<file path="src/hdl/rsa_regs.vh">
// Purpose: Constants for the rate select, ancillary flag and status block
// Assumes: 32-bit register port, word-aligned byte offsets
// Notes: Definitions only
`ifndef RSA_REGS_VH
`define RSA_REGS_VH

`define RSA_ADDR_W 4
`define RSA_DATA_W 32
`define RSA_VID_W 20
`define RSA_PIN_W 6

// Register byte offsets
`define RSA_OFF_STATUS 4'h0
`define RSA_OFF_IRQ_STATUS 4'h4
`define RSA_OFF_IRQ_MASK 4'h8
`define RSA_OFF_CTRL 4'hc

// Status register fields
`define RSA_ST_LOCKED 0
`define RSA_ST_CD_INVALID 1
`define RSA_ST_RATE_SD 2
`define RSA_ST_MASTER 3
`define RSA_ST_INPUT_FIRST 4
`define RSA_ST_WIDTH20 5
`define RSA_ST_CHROMA_ANC 6
`define RSA_ST_W 7

// Interrupt status and mask fields
`define RSA_IRQ_LOCK_GAINED 0
`define RSA_IRQ_LOCK_LOST 1
`define RSA_IRQ_CD_INVALID 2
`define RSA_IRQ_RATE_CHANGE 3
`define RSA_IRQ_ANC_START 4
`define RSA_IRQ_W 5

// Control register fields
`define RSA_CTRL_FORCE_MUTE 0
`define RSA_CTRL_W 1

// Synchronised pin vector positions
`define RSA_PIN_MASTER 0
`define RSA_PIN_INSEL 1
`define RSA_PIN_CD1 2
`define RSA_PIN_CD2 3
`define RSA_PIN_WIDTH20 4
`define RSA_PIN_RATE 5

// Reset values
`define RSA_RST_IRQ_MASK 5'h00
`define RSA_RST_CTRL 1'h0
`define RSA_RST_RATE_OUT 1'h1

// Cycles after reset before the synchronised rate pin is trusted for rate change events
`define RSA_SYNC_SETTLE 2'h3

`endif

</file>
<file path="src/hdl/rsa_status.v">
// Purpose: Rate select/indicate, carrier gating, lock and ancillary flag
// Assumes: i_clk is the parallel clock; core strobes are on that clock
// Notes: Pins pass a two-flop synchroniser before use
// Summary of operation
// HD rate: ancillary flag follows chroma-stream ancillary detection.
// SD rate, 20-bit width: flag follows chroma-stream ancillary detection only.
// 10-bit width: flag follows ancillary detection anywhere in the stream.
// Rate signal is an input in slave role, driven output in master.
// Master role: drive rate low for HD or HD/1.001 streams.
// Master role: drive rate high for SD streams.
// Slave role, rate low: lock only to HD rate streams.
// Slave role, rate high: lock only to SD rate streams.
// Slave role: application resets device after setting or changing rate.
// Serial input is valid while its carrier detect is low.
// Selected carrier detect high: input invalid, lock indicator forced low.
// Invalid selected input mutes every parallel output.
// Role select high means master, low means slave.
// Input select high picks first input and carrier; low picks second.
// Lock indicator high only while locked to a compliant stream.
// Chroma ancillary flag updates on the parallel clock with its data.
//
// Added by the designer: the register addresses and strobed register access.
`default_nettype none
`include "rsa_regs.vh"

module rsa_status (
    input wire i_clk,
    input wire i_reset,
    // Pins from the board
    input wire i_role_master,
    input wire i_input_select,
    input wire i_carrier_detect_first,
    input wire i_carrier_detect_second,
    input wire i_bus_width_select,
    input wire i_rate_select,
    output wire o_rate_select,
    output wire o_rate_select_oe_n,
    // From the receive core, parallel clock domain
    input wire i_core_locked,
    input wire i_rate_det_valid,
    input wire i_rate_det_sd,
    input wire i_anc_chroma,
    input wire i_anc_luma,
    input wire [`RSA_VID_W-1:0] i_data,
    input wire i_data_valid,
    // To the receive core
    output wire o_rate_cfg_sd,
    output wire o_use_first_input,
    // Parallel output bus
    output wire [`RSA_VID_W-1:0] o_data,
    output wire o_data_valid,
    output wire o_chroma_anc_flag,
    output wire o_locked,
    // Register port
    input wire [`RSA_ADDR_W-1:0] i_addr,
    input wire [`RSA_DATA_W-1:0] i_wdata,
    input wire i_wr,
    input wire i_rd,
    output wire [`RSA_DATA_W-1:0] o_rdata,
    output wire o_irq
);

wire [`RSA_PIN_W-1:0] pins_s;
wire master_s;
wire insel_s;
wire cd1_s;
wire cd2_s;
wire width20_s;
wire rate_pin_s;

rsa_sync2 #(
    .W(`RSA_PIN_W)
) u_sync (
    .i_clk(i_clk),
    .i_reset(i_reset),
    .i_async({i_rate_select, i_bus_width_select, i_carrier_detect_second,
        i_carrier_detect_first, i_input_select, i_role_master}),
    .o_sync(pins_s)
);

assign master_s = pins_s[`RSA_PIN_MASTER];
assign insel_s = pins_s[`RSA_PIN_INSEL];
assign cd1_s = pins_s[`RSA_PIN_CD1];
assign cd2_s = pins_s[`RSA_PIN_CD2];
assign width20_s = pins_s[`RSA_PIN_WIDTH20];
assign rate_pin_s = pins_s[`RSA_PIN_RATE];

// Carrier selection and validity
wire cd_sel;
wire input_valid;

assign cd_sel = insel_s ? cd1_s : cd2_s;
assign input_valid = ~cd_sel;
assign o_use_first_input = insel_s;

// Rate indication in master role
reg rate_out_r;
reg rate_out_nxt;

always @*
begin
    rate_out_nxt = rate_out_r;
    if (master_s && i_rate_det_valid)
    begin
        if (i_rate_det_sd)
            rate_out_nxt = 1'b1;
        else
            rate_out_nxt = 1'b0;
    end
end

always @(posedge i_clk)
begin
    if (i_reset)
        rate_out_r <= `RSA_RST_RATE_OUT;
    else
        rate_out_r <= rate_out_nxt;
end

// Pin drives only in master role; slave role leaves it to the application
assign o_rate_select = rate_out_r;
assign o_rate_select_oe_n = ~master_s;

// Rate the receiver works at
wire rate_eff_sd;

assign rate_eff_sd = master_s ? rate_out_r : rate_pin_s;

// Slave role hard-locks the receiver to the configured rate
assign o_rate_cfg_sd = rate_pin_s;

// Lock qualification
wire rate_ok;
reg locked_r;
reg locked_nxt;

// Mismatched rate in slave role never counts as a lock
assign rate_ok = master_s |
    (i_rate_det_valid & (i_rate_det_sd == rate_pin_s));

always @*
begin
    locked_nxt = i_core_locked & rate_ok;
    if (!input_valid)
        locked_nxt = 1'b0;
end

always @(posedge i_clk)
begin
    if (i_reset)
        locked_r <= 1'b0;
    else
        locked_r <= locked_nxt;
end

assign o_locked = locked_r;

// Parallel output muting
reg [`RSA_CTRL_W-1:0] ctrl_r;
wire mute;
reg [`RSA_VID_W-1:0] data_r;
reg data_valid_r;

assign mute = ~input_valid | ctrl_r[`RSA_CTRL_FORCE_MUTE];

always @(posedge i_clk)
begin
    if (i_reset)
    begin
        data_r <= {`RSA_VID_W{1'b0}};
        data_valid_r <= 1'b0;
    end
    else if (mute)
    begin
        data_r <= {`RSA_VID_W{1'b0}};
        data_valid_r <= 1'b0;
    end
    else
    begin
        data_r <= i_data;
        data_valid_r <= i_data_valid;
    end
end

assign o_data = data_r;
assign o_data_valid = data_valid_r;

// Ancillary flag stays in step with data_r
rsa_anc_flag u_anc (
    .i_clk(i_clk),
    .i_reset(i_reset),
    .i_rate_sd(rate_eff_sd),
    .i_width20(width20_s),
    .i_anc_chroma(i_anc_chroma),
    .i_anc_luma(i_anc_luma),
    .i_mute(mute),
    .o_chroma_anc_flag(o_chroma_anc_flag)
);

// Event detection
reg locked_d_r;
reg valid_d_r;
reg rate_d_r;
reg anc_d_r;
wire [`RSA_IRQ_W-1:0] events;
reg [1:0] settle_r;
wire settled;

// Synchroniser clears on reset, pulled-up rate pin would look like a change
always @(posedge i_clk)
begin
    if (i_reset)
        settle_r <= 2'h0;
    else if (!settled)
        settle_r <= settle_r + 2'h1;
end

assign settled = (settle_r == `RSA_SYNC_SETTLE);

always @(posedge i_clk)
begin
    if (i_reset)
    begin
        locked_d_r <= 1'b0;
        valid_d_r <= 1'b1;
        rate_d_r <= `RSA_RST_RATE_OUT;
        anc_d_r <= 1'b0;
    end
    else
    begin
        locked_d_r <= locked_r;
        valid_d_r <= input_valid;
        rate_d_r <= rate_eff_sd;
        anc_d_r <= o_chroma_anc_flag;
    end
end

// A rate change in slave role is the cue for the application to reset
assign events[`RSA_IRQ_LOCK_GAINED] = locked_r & ~locked_d_r;
assign events[`RSA_IRQ_LOCK_LOST] = ~locked_r & locked_d_r;
assign events[`RSA_IRQ_CD_INVALID] = ~input_valid & valid_d_r;
assign events[`RSA_IRQ_RATE_CHANGE] = (rate_eff_sd ^ rate_d_r) & settled;
assign events[`RSA_IRQ_ANC_START] = o_chroma_anc_flag & ~anc_d_r;

// Register port
reg [`RSA_IRQ_W-1:0] irq_st_r;
reg [`RSA_IRQ_W-1:0] irq_st_nxt;
reg [`RSA_IRQ_W-1:0] irq_mask_r;
reg [`RSA_DATA_W-1:0] rdata_r;
reg [`RSA_DATA_W-1:0] rdata_nxt;
wire [`RSA_ST_W-1:0] status;

function hit;
    input [`RSA_ADDR_W-1:0] addr;
    input [`RSA_ADDR_W-1:0] off;
    begin
        hit = (addr == off);
    end
endfunction

assign status = {o_chroma_anc_flag, width20_s, insel_s, master_s,
    rate_eff_sd, ~input_valid, locked_r};

always @*
begin
    irq_st_nxt = irq_st_r;
    if (i_rd && hit(i_addr, `RSA_OFF_IRQ_STATUS))
        irq_st_nxt = {`RSA_IRQ_W{1'b0}};
    // Set wins over a clear in the same cycle
    irq_st_nxt = irq_st_nxt | events;
end

always @*
begin
    rdata_nxt = {`RSA_DATA_W{1'b0}};
    if (i_rd)
    begin
        case (i_addr)
            `RSA_OFF_STATUS:
                rdata_nxt[`RSA_ST_W-1:0] = status;
            `RSA_OFF_IRQ_STATUS:
                rdata_nxt[`RSA_IRQ_W-1:0] = irq_st_r;
            `RSA_OFF_IRQ_MASK:
                rdata_nxt[`RSA_IRQ_W-1:0] = irq_mask_r;
            `RSA_OFF_CTRL:
                rdata_nxt[`RSA_CTRL_W-1:0] = ctrl_r;
            default:
                rdata_nxt = {`RSA_DATA_W{1'b0}};
        endcase
    end
end

always @(posedge i_clk)
begin
    if (i_reset)
    begin
        irq_st_r <= {`RSA_IRQ_W{1'b0}};
        irq_mask_r <= `RSA_RST_IRQ_MASK;
        ctrl_r <= `RSA_RST_CTRL;
        rdata_r <= {`RSA_DATA_W{1'b0}};
    end
    else
    begin
        irq_st_r <= irq_st_nxt;
        rdata_r <= rdata_nxt;
        if (i_wr && hit(i_addr, `RSA_OFF_IRQ_MASK))
            irq_mask_r <= i_wdata[`RSA_IRQ_W-1:0];
        if (i_wr && hit(i_addr, `RSA_OFF_CTRL))
            ctrl_r <= i_wdata[`RSA_CTRL_W-1:0];
    end
end

assign o_rdata = rdata_r;
assign o_irq = |(irq_st_r & irq_mask_r);

endmodule // rsa_status

`default_nettype wire

</file>
<file path="src/hdl/rsa_sync2.v">
// Purpose: Two-flop synchroniser for a vector of unrelated pin levels
// Assumes: Each bit is an independent level, no word coherence needed
// Notes: First stage is read by the second stage only
`default_nettype none

module rsa_sync2 #(
    parameter W = 6
) (
    input wire i_clk,
    input wire i_reset,
    input wire [W-1:0] i_async,
    output wire [W-1:0] o_sync
);

reg [W-1:0] meta_r;
reg [W-1:0] sync_r;

always @(posedge i_clk)
begin
    if (i_reset)
    begin
        meta_r <= {W{1'b0}};
        sync_r <= {W{1'b0}};
    end
    else
    begin
        meta_r <= i_async;
        sync_r <= meta_r;
    end
end

assign o_sync = sync_r;

endmodule // rsa_sync2

`default_nettype wire

</file>
<file path="src/hdl/rsa_anc_flag.v">
// Purpose: Chroma ancillary-data flag per rate and output bus width
// Assumes: Detection strobes arrive aligned with the word being output
// Notes: Registered so it lines up with the registered parallel data
`default_nettype none

module rsa_anc_flag (
    input wire i_clk,
    input wire i_reset,
    input wire i_rate_sd,
    input wire i_width20,
    input wire i_anc_chroma,
    input wire i_anc_luma,
    input wire i_mute,
    output wire o_chroma_anc_flag
);

reg flag_r;
reg flag_nxt;

always @*
begin
    if (!i_width20)
        flag_nxt = i_anc_chroma | i_anc_luma;
    else if (i_rate_sd)
        flag_nxt = i_anc_chroma;
    else
        flag_nxt = i_anc_chroma;
    if (i_mute)
        flag_nxt = 1'b0;
end

always @(posedge i_clk)
begin
    if (i_reset)
        flag_r <= 1'b0;
    else
        flag_r <= flag_nxt;
end

assign o_chroma_anc_flag = flag_r;

endmodule // rsa_anc_flag

`default_nettype wire

</file>
<file path="config.mk">
export PLATFORM = sky130hd
export DESIGN_NAME = rsa_status
export DESIGN_NICKNAME = d
export VERILOG_FILES = /design/src/hdl/rsa_status.v /design/src/hdl/rsa_sync2.v /design/src/hdl/rsa_anc_flag.v
export VERILOG_INCLUDE_DIRS = /design/src /design/src/hdl
export SDC_FILE = /design/constraint.sdc
export NUM_CORES = 1
export LEC_CHECK = 0
export BUFFER_PORTS_ARGS = -buffer_cell sky130_fd_sc_hd__buf_2
export CAP_MARGIN = 20
export CORE_ASPECT_RATIO = 0.6
export CORE_MARGIN = 2
export CORE_UTILIZATION = 46
export DETAILED_ROUTE_END_ITERATION = 6
export MAX_ROUTING_LAYER = met4
export PLACE_DENSITY = 0.9
export SLEW_MARGIN = 20
export SYNTH_ARGS = -nofsm -noshare
export SYNTH_HDL_FRONTEND = slang
export SYNTH_SLANG_ARGS = --single-unit
export TNS_END_PERCENT = 10
</file>
<file path="constraint.sdc">
create_clock -name i_clk -period 1.97 [get_ports i_clk]
set_input_delay 0.197 -clock i_clk [delete_from_list [all_inputs] [get_ports i_clk]]
set_output_delay 0.197 -clock i_clk [all_outputs]
set_load 0.02 [all_outputs]
</file>
==> results of run 1 <==
==> through the flow <==
step	cells	total power, mW	utilization (%)	hold WS [ns]
floorplan	231	1.560	-	0.3187
global placement	342	1.607	55.36	0.3972
detailed placement	342	1.616	55.36	0.3981
CTS	357	2.574	59.20	0.04395
global route	357	2.672	59.20	0.03745
finish	357	2.534	59.20	0.06365
==> area by class of cell <==
cell class / count / area share [%]
timing repair buffer: 81 / 15.11
clock buffer: 11 / 5.573
multi-input combinational: 132 / 30.45
clock inverter: 4 / 0.9212
sequential: 60 / 44.22
tap: 63 / 2.902
inverter: 6 / 0.8291
==> Yosys cell counts, types with 2 or more instances <==
cell,count,area [um2]
or2_2,2,12.51
nand2_1,21,78.83
a22o_1,2,17.52
and2_1,12,75.07
clkbuf_1,2,7.510
dfxtp_1,60,1201
nand3_1,3,15.01
inv_1,5,18.77
nand3b_1,2,15.01
a32o_1,3,30.03
and2_2,9,67.56
a21oi_1,3,15.01
buf_6,2,22.52
nor2_1,5,18.77
nor4b_1,3,26.28
a31oi_1,2,12.51
buf_4,26,195.2
buf_2,3,15.01
nor2b_1,16,100.1
mux2i_1,10,100.1
xnor2_1,2,17.52
==> critical path, delay by kind of cell, from the launching register on <==
family	cells	cell delay, ns
DFF	1	0.32
buffers and inverters	1	0.17
and+or+nand+nor	1	0.10
AOI/OAI and AO/OA	1	0.36
==> where the power goes <==
| part | switching, mW | internal, mW |
|---|---|---|
| Sequential | 0.0288 | 1.28 |
| Combinational | 0.169 | 0.114 |
| Clock | 0.434 | 0.512 |
| Total | 0.632 | 1.90 |
==> sequential cells by signal (all words and copies together), names as in the netlist, 2 cells and up <==
name           count
settle_r           2
irq_st_r           5
u_sync.meta_r      6
u_sync.o_sync      6
o_data            20
irq_mask_r         5
o_rdata            7
==> path summary, 6_finish.rpt <==
kind                                       start               end  cells after the start
worst min register to register  u_sync.meta_r[3]  u_sync.o_sync[3]                      1
worst max register to register  u_sync.o_sync[0]       irq_st_r[3]                      3
worst min-delay path                   i_data[6]         o_data[6]                      2
worst max-delay path                 irq_st_r[4]             o_irq                      3
==> cell families after synthesis <==
| family | share of synthesized area, % |
|---|---|
| other | 0.1704 |
| XOR/XNOR | 1.194 |
| AO/OA/AOI/OAI | 4.946 |
| buffers and inverters | 11.94 |
| adder cells (fa/ha/maj) | 0.5684 |
| multiplexers | 6.253 |
| AND/OR/NAND/NOR | 20.35 |
| flip-flops | 54.58 |
==> routing by layer <==
| metal | up-vias | global-route usage, % | wire (um) |
|---|---|---|---|
| li1 | 793 | - | - |
| met1 | 688 | 20.05 | 1851 |
| met2 | 74 | 22.92 | 1753 |
| met3 | 0 | 10.30 | 425 |
| met4 | 0 | 3.151 | 0 |
| met5 | - | - | 0 |
==> results.yml, run 1 <==
detailed_routing:
  viasPerCell: 4.356
  dr.pass1.iters: 4
  drtIter0Drc: 45
  drc: 0
  drt-wirelength-per-cell_um: 11.29
  wl_mm: 4.030
  vias: 1555
  detail-route-antenna-nets: 0
grt:
  grt_max_degree: 23
  antenna_found_initial: 0
  grt_overflow_total: 0
  grt_pass1_wl_mm: 6.196
  grt_pass1_vias: 1322
  grt_usage_pct: 16.34
clock_network:
  cts_buffers: 9
  post-cts-setup-buffers: 0
  cts_num_sinks: 60
  cts_buffer_depth: 2
  clk_pin_slew_ns: 0.06
  cts_tree: "yes"
  cts_resized: 0
  clockRootBuffer: "clkbuf_8"
  cts_hold_buffers: 0
  cts_max_level: 3
  clkLatencyLatePin_ns: 0.33
logic_synthesis:
  synth_area_um2: 2201
  ys_ff_latch: 60
  synth-edff-count: 0
  yosysSeqAreaShare_pct: 54.58
  synth.distinct_cells: 35
  synth_cells: 207
  yosysWarnings: 0
  avgSynthCellArea_um2: 10.63
  synthFlopType: "dfxtp_1"
  synth-async-reset-ratio_pct: 0
flow_run:
  maxCapViolCount: 0
sta:
  skew_ns: 0.007257
  max_freq_ghz: 0.6770
  worstMarginPinSlew_ns: 0.5041
  period_share_pct: 74.98
  setup_viol_count_final: 0
  fin_setup_tns_ns: 0
  slew_viol_final: 0
  min_period_ns: 1.477
  rsz0062_at_grt: "false"
  finalHoldViolations: 0
  max_slew_margin_pct: 65.95
  finalWorstSetupSlack_ns: 0.4929
worst_setup_path:
  slowest_stage: "a222oi_1"
  cp_data_required_time_ns: 1.77
  critPathKind: "reg2out"
  startpoint_type: "register"
  crit_fanout: 3
  slowest_delay_ns: 0.36
  end_kind: "primary output"
  arrival_ns: 1.28
  crit_chain: "a222oi_1 -> nand2_1 -> buf_2"
  reg2reg_setup_slack_ns: 0.63
final_layout:
  fin_area_um2: 2716
  final_cell_mix: "79 x buf_2, 60 x dfxtp_1, 25 x conb_1, 21 x nand2_1, 16 x nor2b_1"
  layout_commonest_cell: "buf_2"
  drive_above_1_share_pct: 37.41
  fin_nets: 363
  multi_input_comb_area_um2: 827.0
  seq_area_um2: 1201
  area_delta_synth_final_pct: 23.42
  diodes: 0
  fill_cells: 397
power_and_ir_drop:
  p_leak_nw: 1.281
  p_per_area_nw_per_um2: 932.9
  ir_drop_mv: 0.5456
die:
  rows: 19
  io_pins: 132
  die-area_um2: 5372
  die_w_um: 93.30
  start_util_pct: 47.97
  die_y_um: 57.58
  core_um2: 4588
placed_design:
  place_area_um2: 2540
  pre_cts_ws_ns: 0.5188
  gp_congestion: 0.9270
  hpwlAfterDp_mm: 3.084
  port_buffers: 79
min_path:
  hold_class: "in2reg"
status:
  run_status: "finished, final reports clean"
(Power assumes the default switching activity.)
==> inputs of run 2 (changes only) <==
--- a/config.mk
+++ b/config.mk
@@ -10,10 +10,10 @@
 export CAP_MARGIN = 20
 export CORE_ASPECT_RATIO = 0.6
 export CORE_MARGIN = 2
-export CORE_UTILIZATION = 46
+export CORE_UTILIZATION = 38
 export DETAILED_ROUTE_END_ITERATION = 6
 export MAX_ROUTING_LAYER = met4
-export PLACE_DENSITY = 0.9
+export PLACE_DENSITY = 0.8
 export SLEW_MARGIN = 20
 export SYNTH_ARGS = -nofsm -noshare
 export SYNTH_HDL_FRONTEND = slang
==> constraint.sdc (replaced) <==
create_clock -name i_clk -period 1.3 [get_ports i_clk]
set_input_delay 0.13 -clock i_clk [delete_from_list [all_inputs] [get_ports i_clk]]
set_output_delay 0.13 -clock i_clk [all_outputs]
set_load 0.02 [all_outputs]
==> run 2 against run 1 <==
The run now ends with negative setup slack left. First-iteration DRC count is 8.9% higher. Global-route usage is 1.5 points lower. Critical path depth stayed put. Utilization is 7.0 points lower. Routed wire length is 6.3% higher. Critical path type unchanged. Largest cell class unchanged.
==> results.yml, run 2 (synthesis gave the netlist of run 1 again) <==
sta:
  rsz0062_at_grt: "true"
  worstMarginPinSlew_ns: 0.5485
  finalWorstSetupSlack_ns: -0.04799
  min_period_ns: 1.348
  whs_ns: 0.01753
  skew_ns: 0.007155
  setup_viol_count_final: 1
  finalHoldViolations: 0
  period_share_pct: 103.7
  max_freq_ghz: 0.7418
  max_slew_margin_pct: 62.95
  slew_viol_final: 0
grt:
  grt_pass1_wl_mm: 7.024
  grt_max_degree: 23
  grt_pass1_vias: 1508
  grt_overflow_total: 0
  antenna_found_initial: 0
  grt_usage_pct: 14.83
final_layout:
  fill_cells: 522
  fin_nets: 381
  largest_reg_flops: 20
  drive_above_1_share_pct: 36.98
  final_util_pct: 52.25
  fin_area_um2: 2910
  diodes: 0
  final_cell_mix: "78 x buf_2, 57 x dfxtp_1, 25 x conb_1, 21 x nand2_1, 16 x nor2b_1"
  area_delta_synth_final_pct: 32.23
  layout_commonest_cell: "buf_2"
placed_design:
  port_buffers: 79
  pre_cts_ws_ns: 0.08703
  place_area_um2: 2597
  gp_congestion: 0.8064
  hpwlAfterDp_mm: 3.128
die:
  core_um2: 5570
  io_pins: 132
  die-area_um2: 6437
  die_y_um: 62.95
  start_util_pct: 39.51
  rows: 21
  die_w_um: 102.3
power_and_ir_drop:
  p_leak_nw: 1.363
  p_per_area_nw_per_um2: 1307
  p_total_mw: 3.803
  ir_drop_mv: 0.5816
detailed_routing:
  wl_mm: 4.282
  detail-route-antenna-nets: 0
  drt-wirelength-per-cell_um: 10.95
  vias: 1625
  dr.pass1.iters: 4
  drc: 0
  viasPerCell: 4.156
  drtIter0Drc: 49
worst_setup_path:
  r2r_cells: 4
  end_kind: "primary output"
  worstReg2RegStart: "u_sync.o_sync[1]"
  arrival_ns: 1.22
  reg2reg_setup_slack_ns: 0.08
  crit_fanout: 2
  critPathKind: "reg2out"
  cp_data_required_time_ns: 1.17
  startpoint_type: "register"
  r2r-end: "o_data[10]"
status:
  run_status: "complete, but fails checks"
  violations: "negative setup slack"
min_path:
  worstHoldStart: "i_data[6]"
  min_to: "o_data[6]"
  hold_class: "in2reg"
  hold_depth: 2
flow_run:
  maxCapViolCount: 0
clock_network:
  cts_buffer_depth: 2
  cts_num_sinks: 60
  clkLatencyLatePin_ns: 0.32
  cts_tree: "yes"
  clk_pin_slew_ns: 0.07
  clockRootBuffer: "clkbuf_8"
  cts_buffers: 9
  cts_max_level: 3
[run 2: layout make-up]
cell class / count / area [um2] / share of cell area, %
repair buffers: 99 / 599.3 / 20.59
well taps: 80 / 100.1 / 3.439
clock buffers: 11 / 141.4 / 4.858
multi-input cells: 132 / 827.0 / 28.42
inverters: 6 / 22.52 / 0.7739
flip-flops and latches: 60 / 1205 / 41.40
clock inverters: 3 / 15.01 / 0.5159
[run 2: worst max-delay path by stage]
stage | end | start | slack (ns) | cells past startpoint
2_1_floorplan | o_data[10] | u_sync.o_sync[1] | 0.08 | 4
3_3_place_gp | o_data[9] | u_sync.o_sync[1] | 0.09 | 4
3_5_place_dp | o_data[10] | u_sync.o_sync[1] | 0.09 | 4
4_1_cts | o_irq | irq_mask_r[4] | -0.08 | 3
5_1_grt | o_irq | irq_mask_r[4] | -0.09 | 3
6_report | o_irq | irq_mask_r[4] | -0.05 | 3
[run 2: power breakdown]
group / internal (mW) / switching (mW) / total, mW / leakage (nW)
combinational: 0.213 / 0.270 / 0.483 / 0.784
clock: 0.712 / 0.631 / 1.34 / 0.0848
sequential: 1.94 / 0.0412 / 1.98 / 0.495
total: 2.86 / 0.942 / 3.80 / 1.36
[run 2: critical path, cell delays in order, from the launching register on]
cell,delay (ns)
dfxtp_2,0.32
a222oi_1,0.32
nand2_1,0.11
buf_6,0.14
[run 2: what timing repair did]
| action | in CTS | in global routing |
|---|---|---|
| resized for setup | 4 | 0 |
| pin swaps | 2 | 0 |
| hold endpoints to repair | 14 | 0 |
| setup endpoints to repair | 1 | 1 |
| buffers inserted | 1 | 0 |
| hold buffers | 14 | 0 |
[run 2: layer usage]
metal / wire [um] / share of wire (%) / GRT usage, %
met1: 1894 / 44 / 18.79
met2: 1951 / 46 / 21.05
met3: 411 / 9.6 / 7.606
met4: 24 / 0.56 / 3.500
met5: 0 / 0 / -
[run 2: metrics by stage]
| stage | TNS [ns] | cells |
|---|---|---|
| after detailed placement | 0 | 362 |
| after floorplan | 0 | 231 |
| after global placement | 0 | 362 |
| after CTS | -0.07987 | 391 |
| after global routing | -0.09049 | 391 |
| final | -0.04799 | 391 |
